File: src/cps_pkg.sv
/*
 * shared constants and carrier types of the content-protection
 * control and status register logic.
 * assumes a single clock domain and the documented register offsets.
 */
package cps_pkg;

    // ------------------------------------------------------------
    // register offsets and reset values
    // ------------------------------------------------------------
    localparam logic [7:0] CPS_ADDR_CTL = 8'hc3;
    localparam logic [7:0] CPS_ADDR_STS = 8'hc4;
    localparam logic [7:0] CPS_RST_CTL = 8'h00;
    localparam logic [7:0] CPS_RST_STS = 8'h00;

    // ------------------------------------------------------------
    // protect_control bit positions
    // ------------------------------------------------------------
    localparam int CPS_C_RESET = 7;
    localparam int CPS_C_LIST_APPR = 5;
    localparam int CPS_C_KEY_APPR = 4;
    localparam int CPS_C_SUPPRESS = 3;
    localparam int CPS_C_ENC_EN = 2;
    localparam int CPS_C_DISABLE = 1;
    localparam int CPS_C_AUTH_EN = 0;

    // ------------------------------------------------------------
    // protect_status bit positions
    // ------------------------------------------------------------
    localparam int CPS_S_SIDE_ERR = 7;
    localparam int CPS_S_SINK_IRQ = 6;
    localparam int CPS_S_SINK_LOCK = 5;
    localparam int CPS_S_HOTPLUG = 4;
    localparam int CPS_S_PRESENT = 3;
    localparam int CPS_S_LIST_RDY = 2;
    localparam int CPS_S_KEY_RDY = 1;
    localparam int CPS_S_AUTH_DONE_FLAG = 0;

    // ------------------------------------------------------------
    // encryption policy encodings
    // ------------------------------------------------------------
    localparam logic [1:0] CPS_POL_AUTH_DONE_FLAG = 2'h0;
    localparam logic [1:0] CPS_POL_REG = 2'h1;
    localparam logic [1:0] CPS_POL_ALWAYS = 2'h2;
    localparam logic [1:0] CPS_POL_INBAND = 2'h3;

    // ------------------------------------------------------------
    // carrier types
    // ------------------------------------------------------------
    typedef struct packed {
        logic irq_n;
        logic lock;
        logic present;
    } cps_pin_s;

    typedef struct packed {
        logic key_rdy;
        logic list_rdy;
        logic auth_pass;
        logic auth_lost;
        logic side_err;
        logic hotplug;
    } cps_evt_s;

    typedef struct packed {
        logic [1:0] rst_sync;
        cps_pin_s pin_m;
        cps_pin_s pin_s;
        logic auth_en;
        logic auth_restart;
        logic key_appr;
        logic list_appr;
        logic prot_reset;
        logic suppress;
        logic enc_en;
        logic err_f;
        logic hpd_f;
        logic list_rdy;
        logic key_rdy;
        logic auth_done_flag;
        logic [7:0] rd_data;
        logic enc_on;
        logic blue;
    } cps_state_s;

endpackage : cps_pkg

File: src/cps_ctl_status.sv
/*
 * control and status registers of the content-protection transmitter:
 * control writes start, restart and approve authentication steps and
 * steer encryption; status reads report the downstream receiver.
 * assumes the authentication engine and link logic share clk and
 * deliver one-cycle event pulses; sink pins come from outside.
 */
// Summary of operation
// list approval after revocation check; self-clearing
// key approval after check continues authentication
// key approval cleared by key ready; zero ignored
// suppress write sends plain video, keeps authentication
// enable set: encrypt if auth_done_flag, else blue
// enable clear: video sent unencrypted
// always-encrypt policy makes enable read one
// controller should keep encryption enabled for content
// enable write one starts or restarts authentication
// enable zero write ignored; read returns state
// side channel error flag, clear on read
// sink irq bit mirrors active low pin
// sink lock bit mirrors receiver lock
// hotplug flag set by repeater, clear on read
// present bit shows detected downstream receiver
// list ready flag pauses until list approval
// list approval clears list ready flag
// key ready flag set, wait for approval
// done flag set on pass, cleared on loss/restart
// policy codes: auth_done_flag, register, always, in-band
// self-clearing control bits read back zero; list and key approval read one in the cycle after their write
// read clears only returned flags; new events stay
module cps_ctl_status
    import cps_pkg::*;
(
    // clock and reset
    input wire logic clk,
    input wire logic rst_n,
    // register access port
    input wire logic [7:0] addr,
    input wire logic wr_en,
    input wire logic [7:0] wr_data,
    input wire logic rd_en,
    output logic [7:0] rd_data,
    // configuration and frame control
    input wire logic [1:0] enc_policy,
    input wire logic frame_enc_req,
    // sink pins
    input wire cps_pin_s sink_pins,
    // engine and link events
    input wire cps_evt_s evt,
    // engine controls
    output logic auth_enable,
    output logic auth_restart,
    output logic key_approved,
    output logic list_approved,
    output logic protect_reset,
    // video path controls
    output logic encrypt_on,
    output logic blue_screen
);

    // ------------------------------------------------------------
    // state
    // ------------------------------------------------------------
    cps_state_s s;
    cps_state_s next_s;
    logic srst_n;
    logic wr_ctl;
    logic rd_sts;
    logic want_enc;
    logic enc_read;
    logic [7:0] sts_vec;
    logic [7:0] ctl_vec;

    assign srst_n = s.rst_sync[1];

    // ------------------------------------------------------------
    // next state
    // ------------------------------------------------------------
    always_comb
    begin
        next_s = s;
        next_s.rst_sync = {s.rst_sync[0], 1'b1};
        next_s.pin_m = sink_pins;
        next_s.pin_s = s.pin_m;
        wr_ctl = wr_en && (addr == CPS_ADDR_CTL);
        rd_sts = rd_en && (addr == CPS_ADDR_STS);
        enc_read = (enc_policy == CPS_POL_ALWAYS) ? 1'b1 : s.enc_en;
        sts_vec = 8'h00;
        sts_vec[CPS_S_SIDE_ERR] = s.err_f;
        sts_vec[CPS_S_SINK_IRQ] = s.pin_s.irq_n;
        sts_vec[CPS_S_SINK_LOCK] = s.pin_s.lock;
        sts_vec[CPS_S_HOTPLUG] = s.hpd_f;
        sts_vec[CPS_S_PRESENT] = s.pin_s.present;
        sts_vec[CPS_S_LIST_RDY] = s.list_rdy;
        sts_vec[CPS_S_KEY_RDY] = s.key_rdy;
        sts_vec[CPS_S_AUTH_DONE_FLAG] = s.auth_done_flag;
        ctl_vec = 8'h00;
        ctl_vec[CPS_C_LIST_APPR] = s.list_appr;
        ctl_vec[CPS_C_KEY_APPR] = s.key_appr;
        ctl_vec[CPS_C_SUPPRESS] = 1'b0;
        ctl_vec[CPS_C_ENC_EN] = enc_read;
        ctl_vec[CPS_C_AUTH_EN] = s.auth_en;
        // one-cycle strobes toward the engine
        next_s.auth_restart = 1'b0;
        next_s.key_appr = 1'b0;
        next_s.list_appr = 1'b0;
        next_s.prot_reset = 1'b0;
        if (wr_ctl)
        begin
            if (wr_data[CPS_C_RESET])
            begin
                next_s.auth_en = 1'b0;
                next_s.prot_reset = 1'b1;
            end
            else if (wr_data[CPS_C_DISABLE])
            begin
                next_s.auth_en = 1'b0;
            end
            else if (wr_data[CPS_C_AUTH_EN])
            begin
                next_s.auth_en = 1'b1;
                next_s.auth_restart = 1'b1;
            end
            next_s.list_appr = wr_data[CPS_C_LIST_APPR];
            next_s.key_appr = wr_data[CPS_C_KEY_APPR] && !evt.key_rdy;
            if (enc_policy != CPS_POL_ALWAYS)
            begin
                next_s.enc_en = wr_data[CPS_C_ENC_EN];
            end
            if (wr_data[CPS_C_SUPPRESS])
            begin
                next_s.suppress = 1'b1;
            end
            else if (wr_data[CPS_C_ENC_EN] || wr_data[CPS_C_AUTH_EN])
            begin
                next_s.suppress = 1'b0;
            end
        end
        // sticky flags: set wins over clear, but a restart or protect reset blocks a pass
        if (wr_ctl && wr_data[CPS_C_LIST_APPR])
        begin
            next_s.list_rdy = 1'b0;
        end
        if (evt.list_rdy)
        begin
            next_s.list_rdy = 1'b1;
        end
        if (wr_ctl && wr_data[CPS_C_KEY_APPR])
        begin
            next_s.key_rdy = 1'b0;
        end
        if (evt.key_rdy)
        begin
            next_s.key_rdy = 1'b1;
        end
        if (evt.auth_lost || next_s.auth_restart || next_s.prot_reset
            || (wr_ctl && wr_data[CPS_C_DISABLE]))
        begin
            next_s.auth_done_flag = 1'b0;
        end
        if (evt.auth_pass && !next_s.auth_restart && !next_s.prot_reset)
        begin
            next_s.auth_done_flag = 1'b1;
        end
        if (rd_sts && s.err_f)
        begin
            next_s.err_f = 1'b0;
        end
        if (evt.side_err)
        begin
            next_s.err_f = 1'b1;
        end
        if (rd_sts && s.hpd_f)
        begin
            next_s.hpd_f = 1'b0;
        end
        if (evt.hotplug)
        begin
            next_s.hpd_f = 1'b1;
        end
        // read data
        if (rd_en)
        begin
            if (addr == CPS_ADDR_STS)
            begin
                next_s.rd_data = sts_vec;
            end
            else if (addr == CPS_ADDR_CTL)
            begin
                next_s.rd_data = ctl_vec;
            end
            else
            begin
                next_s.rd_data = 8'h00;
            end
        end
        // video path selection
        case (enc_policy)
            CPS_POL_AUTH_DONE_FLAG: want_enc = s.auth_done_flag;
            CPS_POL_REG: want_enc = s.enc_en;
            CPS_POL_ALWAYS: want_enc = 1'b1;
            default: want_enc = s.enc_en && frame_enc_req;
        endcase
        next_s.enc_on = want_enc && s.auth_done_flag && !s.suppress;
        next_s.blue = want_enc && !s.auth_done_flag && !s.suppress;
    end

    // ------------------------------------------------------------
    // registers
    // ------------------------------------------------------------
    always_ff @(posedge clk or negedge rst_n)
    begin
        if (!rst_n)
        begin
            s <= '0;
        end
        else if (!srst_n)
        begin
            s <= '0;
            s.rst_sync <= next_s.rst_sync;
        end
        else
        begin
            s <= next_s;
        end
    end

    assign rd_data = s.rd_data;
    assign auth_enable = s.auth_en;
    assign auth_restart = s.auth_restart;
    assign key_approved = s.key_appr;
    assign list_approved = s.list_appr;
    assign protect_reset = s.prot_reset;
    assign encrypt_on = s.enc_on;
    assign blue_screen = s.blue;

    // ------------------------------------------------------------
    // checks
    // ------------------------------------------------------------
    chk_list_pulse: assert property (@(posedge clk) disable iff (!srst_n)
        list_approved && !(wr_ctl && wr_data[CPS_C_LIST_APPR])
        |=> !list_approved)
        else $error("list approval not self-clearing");
    chk_key_appr: assert property (@(posedge clk) disable iff (!srst_n)
        wr_ctl && wr_data[CPS_C_KEY_APPR] && !evt.key_rdy |=> key_approved)
        else $error("key approval not forwarded");
    chk_key_zero: assert property (@(posedge clk) disable iff (!srst_n)
        wr_ctl && !wr_data[CPS_C_KEY_APPR] |=> !key_approved)
        else $error("zero write approved key");
    chk_suppress_plain: assert property (
        @(posedge clk) disable iff (!srst_n)
        s.suppress |=> !encrypt_on && !blue_screen)
        else $error("video not plain while suppressed");
    chk_blue_unauth: assert property (
        @(posedge clk) disable iff (!srst_n)
        enc_policy == CPS_POL_ALWAYS && !s.auth_done_flag && !s.suppress
        |=> blue_screen)
        else $error("blue screen missing");
    chk_plain_off: assert property (@(posedge clk) disable iff (!srst_n)
        enc_policy == CPS_POL_REG && !s.enc_en |=> !encrypt_on && !blue_screen)
        else $error("encrypting with enable clear");
    chk_always_one: assert property (@(posedge clk) disable iff (!srst_n)
        rd_en && addr == CPS_ADDR_CTL && enc_policy == CPS_POL_ALWAYS
        |=> rd_data[CPS_C_ENC_EN])
        else $error("enable not read as one");
    chk_restart: assert property (@(posedge clk) disable iff (!srst_n)
        wr_ctl && wr_data == 8'h01 |=> auth_restart && auth_enable ##1
        (!auth_restart || $past(wr_ctl && wr_data[CPS_C_AUTH_EN])))
        else $error("restart not issued");
    chk_en_hold: assert property (@(posedge clk) disable iff (!srst_n)
        wr_ctl && wr_data == 8'h00 |=> auth_enable == $past(auth_enable))
        else $error("zero write changed enable");
    chk_err_cor: assert property (@(posedge clk) disable iff (!srst_n)
        rd_sts && s.err_f && !evt.side_err |=> rd_data[CPS_S_SIDE_ERR]
        && !s.err_f)
        else $error("error flag not cleared on read");
    chk_irq_mirror: assert property (
        @(posedge clk) disable iff (!srst_n)
        rd_sts |=> rd_data[CPS_S_SINK_IRQ] == $past(s.pin_s.irq_n))
        else $error("irq bit mismatch");
    chk_list_clear: assert property (
        @(posedge clk) disable iff (!srst_n)
        wr_ctl && wr_data[CPS_C_LIST_APPR] && !evt.list_rdy |=> !s.list_rdy)
        else $error("list ready not cleared");
    chk_auth_drop: assert property (@(posedge clk) disable iff (!srst_n)
        evt.auth_lost && !evt.auth_pass |=> !s.auth_done_flag)
        else $error("done flag kept after loss");
    chk_evt_kept: assert property (@(posedge clk) disable iff (!srst_n)
        rd_sts && evt.hotplug |=> s.hpd_f)
        else $error("hotplug event lost during read");

    // ------------------------------------------------------------
    // flag, readback, strobe and video path checks
    // ------------------------------------------------------------
    chk_lock_bit: assert property (@(posedge clk) disable iff (!srst_n)
        rd_sts |=> rd_data[CPS_S_SINK_LOCK] == $past(s.pin_s.lock))
        else $error("lock bit mismatch");
    chk_pres_bit: assert property (@(posedge clk) disable iff (!srst_n)
        rd_sts |=> rd_data[CPS_S_PRESENT] == $past(s.pin_s.present))
        else $error("present bit mismatch");
    chk_hpd_set: assert property (@(posedge clk) disable iff (!srst_n)
        evt.hotplug |=> s.hpd_f)
        else $error("hotplug flag not set");
    chk_err_set: assert property (@(posedge clk) disable iff (!srst_n)
        evt.side_err |=> s.err_f)
        else $error("error flag not set");
    chk_list_set: assert property (@(posedge clk) disable iff (!srst_n)
        evt.list_rdy |=> s.list_rdy)
        else $error("list ready flag not set");
    chk_key_set: assert property (@(posedge clk) disable iff (!srst_n)
        evt.key_rdy |=> s.key_rdy)
        else $error("key ready flag not set");
    chk_key_drop: assert property (@(posedge clk) disable iff (!srst_n)
        evt.key_rdy
        |=> !key_approved)
        else $error("key approval kept with key ready");
    chk_auth_set: assert property (@(posedge clk) disable iff (!srst_n)
        evt.auth_pass && !wr_ctl
        |=> s.auth_done_flag)
        else $error("done flag not set on pass");
    chk_frame_off: assert property (@(posedge clk) disable iff (!srst_n)
        enc_policy == CPS_POL_INBAND && !frame_enc_req
        |=> !encrypt_on && !blue_screen)
        else $error("in-band frame not plain");
    chk_enc_fixed: assert property (@(posedge clk) disable iff (!srst_n)
        wr_ctl && enc_policy == CPS_POL_ALWAYS
        |=> s.enc_en == $past(s.enc_en))
        else $error("read-only enable changed");
    chk_ctl_zero: assert property (@(posedge clk) disable iff (!srst_n)
        rd_en && addr == CPS_ADDR_CTL
        |=> !rd_data[CPS_C_SUPPRESS] && !rd_data[CPS_C_RESET])
        else $error("self-clearing bit read as one");
    chk_enc_auth: assert property (@(posedge clk) disable iff (!srst_n)
        !s.auth_done_flag |=> !encrypt_on)
        else $error("encrypting while not authenticated");
    chk_rst_pulse: assert property (@(posedge clk) disable iff (!srst_n)
        protect_reset && !(wr_ctl && wr_data[CPS_C_RESET])
        |=> !protect_reset)
        else $error("protect reset not self-clearing");
    chk_dis_drop: assert property (@(posedge clk) disable iff (!srst_n)
        wr_ctl && wr_data[CPS_C_DISABLE]
        |=> !auth_enable)
        else $error("disable write kept enable");

endmodule : cps_ctl_status

File: config.mk
export PLATFORM = sky130hd
export DESIGN_NAME = cps_ctl_status
export DESIGN_NICKNAME = d
export VERILOG_FILES = /design/src/cps_pkg.sv /design/src/cps_ctl_status.sv
export SDC_FILE = /design/constraint.sdc
export NUM_CORES = 1
export LEC_CHECK = 0
export BUFFER_PORTS_ARGS = -buffer_cell sky130_fd_sc_hd__buf_2
export CORE_MARGIN = 2
export CORE_UTILIZATION = 52
export DETAILED_ROUTE_END_ITERATION = 7
export PLACE_DENSITY = 0.83
export SLEW_MARGIN = 0
export SYNTH_ARGS = -nofsm -noshare
export SYNTH_HDL_FRONTEND = slang
export SYNTH_SLANG_ARGS = --single-unit
File: constraint.sdc
create_clock -name clk -period 3.1 [get_ports clk]
set_input_delay 0.62 -clock clk [delete_from_list [all_inputs] [get_ports clk]]
set_output_delay 0.62 -clock clk [all_outputs]
set_load 0.02 [all_outputs]
-- Word-level counts from Yosys, hierarchy flattened
Index checks and enable logic that the tools add are counted.
- bits in registers: 30
- input bits: 32
- output and inout port bits: 15
- logic and storage cells: 91
- equality and inequality tests: 15
- multiplexer cells: 26
- reductions and logical operators: 28
- operator list (cell ; number):
    $mux W28 ; 1
    $mux W1 ; 19
    $eq A8 B8 Y1 const B ; 2
    $mux W8 ; 2
    $logic_and A1 B1 Y1 ; 15
    $ne A3 B2 Y1 const B ; 5
    $mux W7 ; 1
    $mux W6 ; 1
    $reduce_and A2 Y1 ; 3
    $logic_not A1 Y1 ; 5
    $logic_or A1 B1 Y1 ; 4
    $ne A2 B1 Y1 const B ; 2
    $ne A2 B2 Y1 const B ; 2
    $ne A4 B4 Y1 const B ; 1
    $ne A3 B1 Y1 const B ; 1
    $pmux W1 S3 ; 1
    $eq A2 B1 Y1 const B ; 1
    $eq A2 B2 Y1 const B ; 1
    $logic_not A2 Y1 ; 1
    $mux W2 ; 1

-- Logic depth before layout (Yosys ltp)
- depth after elaboration: 10
- depth in mapped cells: 6

-- Least setup slack after synthesis
No wires, ideal clock.
- path kind: input-to-reg
- start point: input addr[2]
- end point: register s (netlist bit auth_enable)
- arrival time: 1506 ps
- required time: 2980 ps
- path slack: 1474 ps
- stages on the path: 6
- buffers on the path: 2
- cell sequence: and3b_1 > buf_6 > and4b_4 > buf_6 > o21ai_0 > and3b_1
- longest elaborated chain between the ends: 4
- ends and longest elaborated chain (item ; RTL line ; source):
    start: declaration ; cps_ctl_status.sv:38 ; input wire logic [7:0] addr,
    $eq A8 B8 Y1 ; cps_ctl_status.sv:85 ; wr_ctl = wr_en && (addr == CPS_ADDR_CTL);
    $logic_and A1 B1 Y1 ; cps_ctl_status.sv:85 ;
    $ne A2 B1 Y1 (no source line) ; n/a ;
    $reduce_and A2 Y1 (no source line) ; n/a ;
    end signal: assignment ; cps_ctl_status.sv:224 ; s <= next_s;
    end: declaration ; cps_ctl_status.sv:64 ; cps_state_s s;
Every way passes these cells.
A chain may end at the register's enable or synchronous reset.

-- Final worst setup path
- start point: register s[29] in the netlist's numbering
- end point: register s (netlist bit rd_data[5])
- longest elaborated chain between the ends: 1
- elaborated cells on any way between the ends: 2
- classes of those cells: eq/ne (1); mux (1)
- ends and longest elaborated chain (item):
    $ne A2 B2 Y1 (no source line) / $mux W28 (equally long branches)
Several ways; a longest one is shown, not always the timed one.

==> results.json <==
{
  "grt_pass1_wl_um": 4181,
  "syn_avg_cell_area_um2": 10.63,
  "clk_path_buf_depth": 2,
  "p_switching_mw": 0.1622,
  "p_comb_share_pct": 8.0,
  "drive_above_1_share_pct": 37.65,
  "required_ns": 3.34,
  "clk_latency_ns": 0.32,
  "place_hpwl_um": 1964,
  "crit_fanout": 27,
  "cts_setup_buffers": 0,
  "initial_utilization_pct": 54.54,
  "pin_count": 47,
  "track_usage_pct": 20.70,
  "rows": 18,
  "syn_inst": 126,
  "power.leakage_nw": 0.8192,
  "place_inst": 186,
  "synth_area_leaders": "dfrtp_1 56%, o21ai_0 5.2%, buf_4 4.5%",
  "grt_antenna_before_repair": 0,
  "wl_um": 2697,
  "p_sw_share_pct": 23.50,
  "synthDominantAreaCellType": "dfrtp_1",
  "hold_violations": 0,
  "syn_nets": 158,
  "cts-root-buf": "clkbuf_4",
  "async_flop_share_pct": 100.0,
  "coreArea_um2": 2455,
  "p_clk_share_pct": 32.6,
  "cts.sinks": 30,
  "grt_pass1_vias": 969,
  "worstMarginPinSlew_ns": 0.6694,
  "cp.arrival_ns": 1.80,
  "grt_max_degree": 31,
  "diodes": 0,
  "synth_top_area_share_pct": 56.07,
  "synth-main-ff-cell": "dfrtp_1",
  "final.min_clock_period_ns": 1.560,
  "detail_route.first_pass.iterations": 7,
  "place_ws_ns": 1.248,
  "port_buffers": 45,
  "finalMaxSlewViolations": 0,
  "cts_tree": "yes",
  "yosys_warnings": 0,
  "critPathKind": "flop to flop",
  "status": "finished clean",
  "ys_ff_latch": 30,
  "r2r-start": "s[29]",
  "fin_crit_sh_pct": 50.32,
  "final_common_cell": "buf_2",
  "ir_drop_mv": 0.4246,
  "worst_slack_ns": 1.540,
  "setup_viol": 0,
  "cell_internal_pwr_mw": 0.5279,
  "cts_buffers": 5,
  "p_total_mw": 0.6901,
  "dr.first_iter.drc_count": 16,
  "worstSetupEndpointType": "flop",
  "pwr_density_cell_nw_per_um2": 444.8,
  "syn_area_um2": 1339,
  "layout.nets": 195,
  "startpoint_type": "flop",
  "die_w_um": 54.74,
  "max_slew_margin_pct": 55.37,
  "synth.distinct_cells": 31,
  "critPathLaunch": "s[29]",
  "synth_edf_count": 0,
  "dieArea_um2": 2996,
  "overflow": 0,
  "h-tree-depth": 2,
  "instances_no_fill": 192,
  "most-common-layout-cells": "45 x buf_2, 30 x dfrtp_1, 14 x o21ai_0",
  "final_antenna_net_count": 0,
  "maxCapViolCount": 0,
  "fmax_ghz": 0.6410,
  "fin_hold_ws_ns": 0.3124,
  "vias_per_cell": 5.391,
  "clock_skew_ns": 0.006202,
  "fin_setup_tns_ns": 0,
  "holdCritPathClass": "primary input to asynchronous set/reset pin",
  "fp.dieH_um": 54.74,
  "cts.repair.resized": 0,
  "route.detailed.drc": 0,
  "area_growth_pct": 15.89,
  "cts_hold_buffers": 0,
  "wl_per_cell_um": 14.05,
  "clkTransAtPathRegs_ns": 0.09,
  "yosysSeqAreaShare_pct": 56.07,
  "p_seq_share_pct": 59.3,
  "rsz0062_at_grt": "no",
  "routed-via-count": 1035,
  "gp_congestion": 0.8117
}
==> registers in the layout, summed over array words and instances (netlist names) <==
name           flops
auth_enable        1
list_approved      1
s                 11
key_approved       1
blue_screen        1
auth_restart       1
protect_reset      1
encrypt_on         1
next_s             4
rd_data            8
==> worst max-delay path, stage by stage (launching register included) <==
cell	delay, ns
dfrtp_1	0.78
nor2b_1	0.49
nand2_1	0.12
o21ai_0	0.09
==> cells in the mapped netlist (all sizes together) (3+ instances only) <==
master / n
and2: 7
a22oi: 3
nand2: 11
and3: 3
nor2: 7
a31oi: 4
and4b: 3
clkbuf: 5
inv: 3
dfrtp: 30
buf: 10
o21ai: 15
nand3: 6
==> per-stage QoR <==
step / area, µm² / utilization, %
after global routing: 1551 / 63.20
after global placement: 1500 / 61.11
after detailed placement: 1500 / 61.11
final: 1551 / 63.20
after floorplan: 1339 / -
after CTS: 1551 / 63.20
==> final timing paths <==
kind	endpoint	slack, ns	cells past startpoint
max in group asynchronous	list_approved	2.37	1
worst min-delay path	s[13]	0.31	1
min in group clk	s[29]	0.36	0
worst max-delay path	rd_data[5]	1.54	3
worst max register to register	rd_data[5]	1.54	3
worst min register to register	s[29]	0.36	0
==> final cells by class <==
type,instances,area [µm²]
Clock buffer,6,51.30
Fill cell,227,903.4
Inverter,3,11.26
Multi-Input combinational cell,78,475.5
Sequential cell,30,750.7
Tap cell,30,37.54
Timing Repair Buffer,45,225.2
==> power groups by stage <==
| stage | registers, mW | logic [mW] | clock network (mW) |
|---|---|---|---|
| floorplan | 0.413 | 0.0242 | 0 |
| global placement | 0.416 | 0.0530 | 0 |
| detailed placement | 0.417 | 0.0558 | 0 |
| CTS | 0.409 | 0.0560 | 0.227 |
| global route | 0.412 | 0.0627 | 0.244 |
| finish | 0.410 | 0.0554 | 0.225 |
==> cells by family after synthesis <==
family / synth area share, %
and+or+nand+nor: 21.03
AOI/OAI and AO/OA: 14.21
DFF: 56.07
buffers and inverters: 8.411
other: 0.2801
==> per-layer routing <==
layer  global-route usage, %  vias up  routed length (µm)
met2                   33.13       44                1289
met4                   9.167        0                  29
met3                   8.743        4                 220
li1                        -      499                   -
met5                       0        -                   0
met1                   24.02      488                1157
Power figures use the tool's default switching activity.
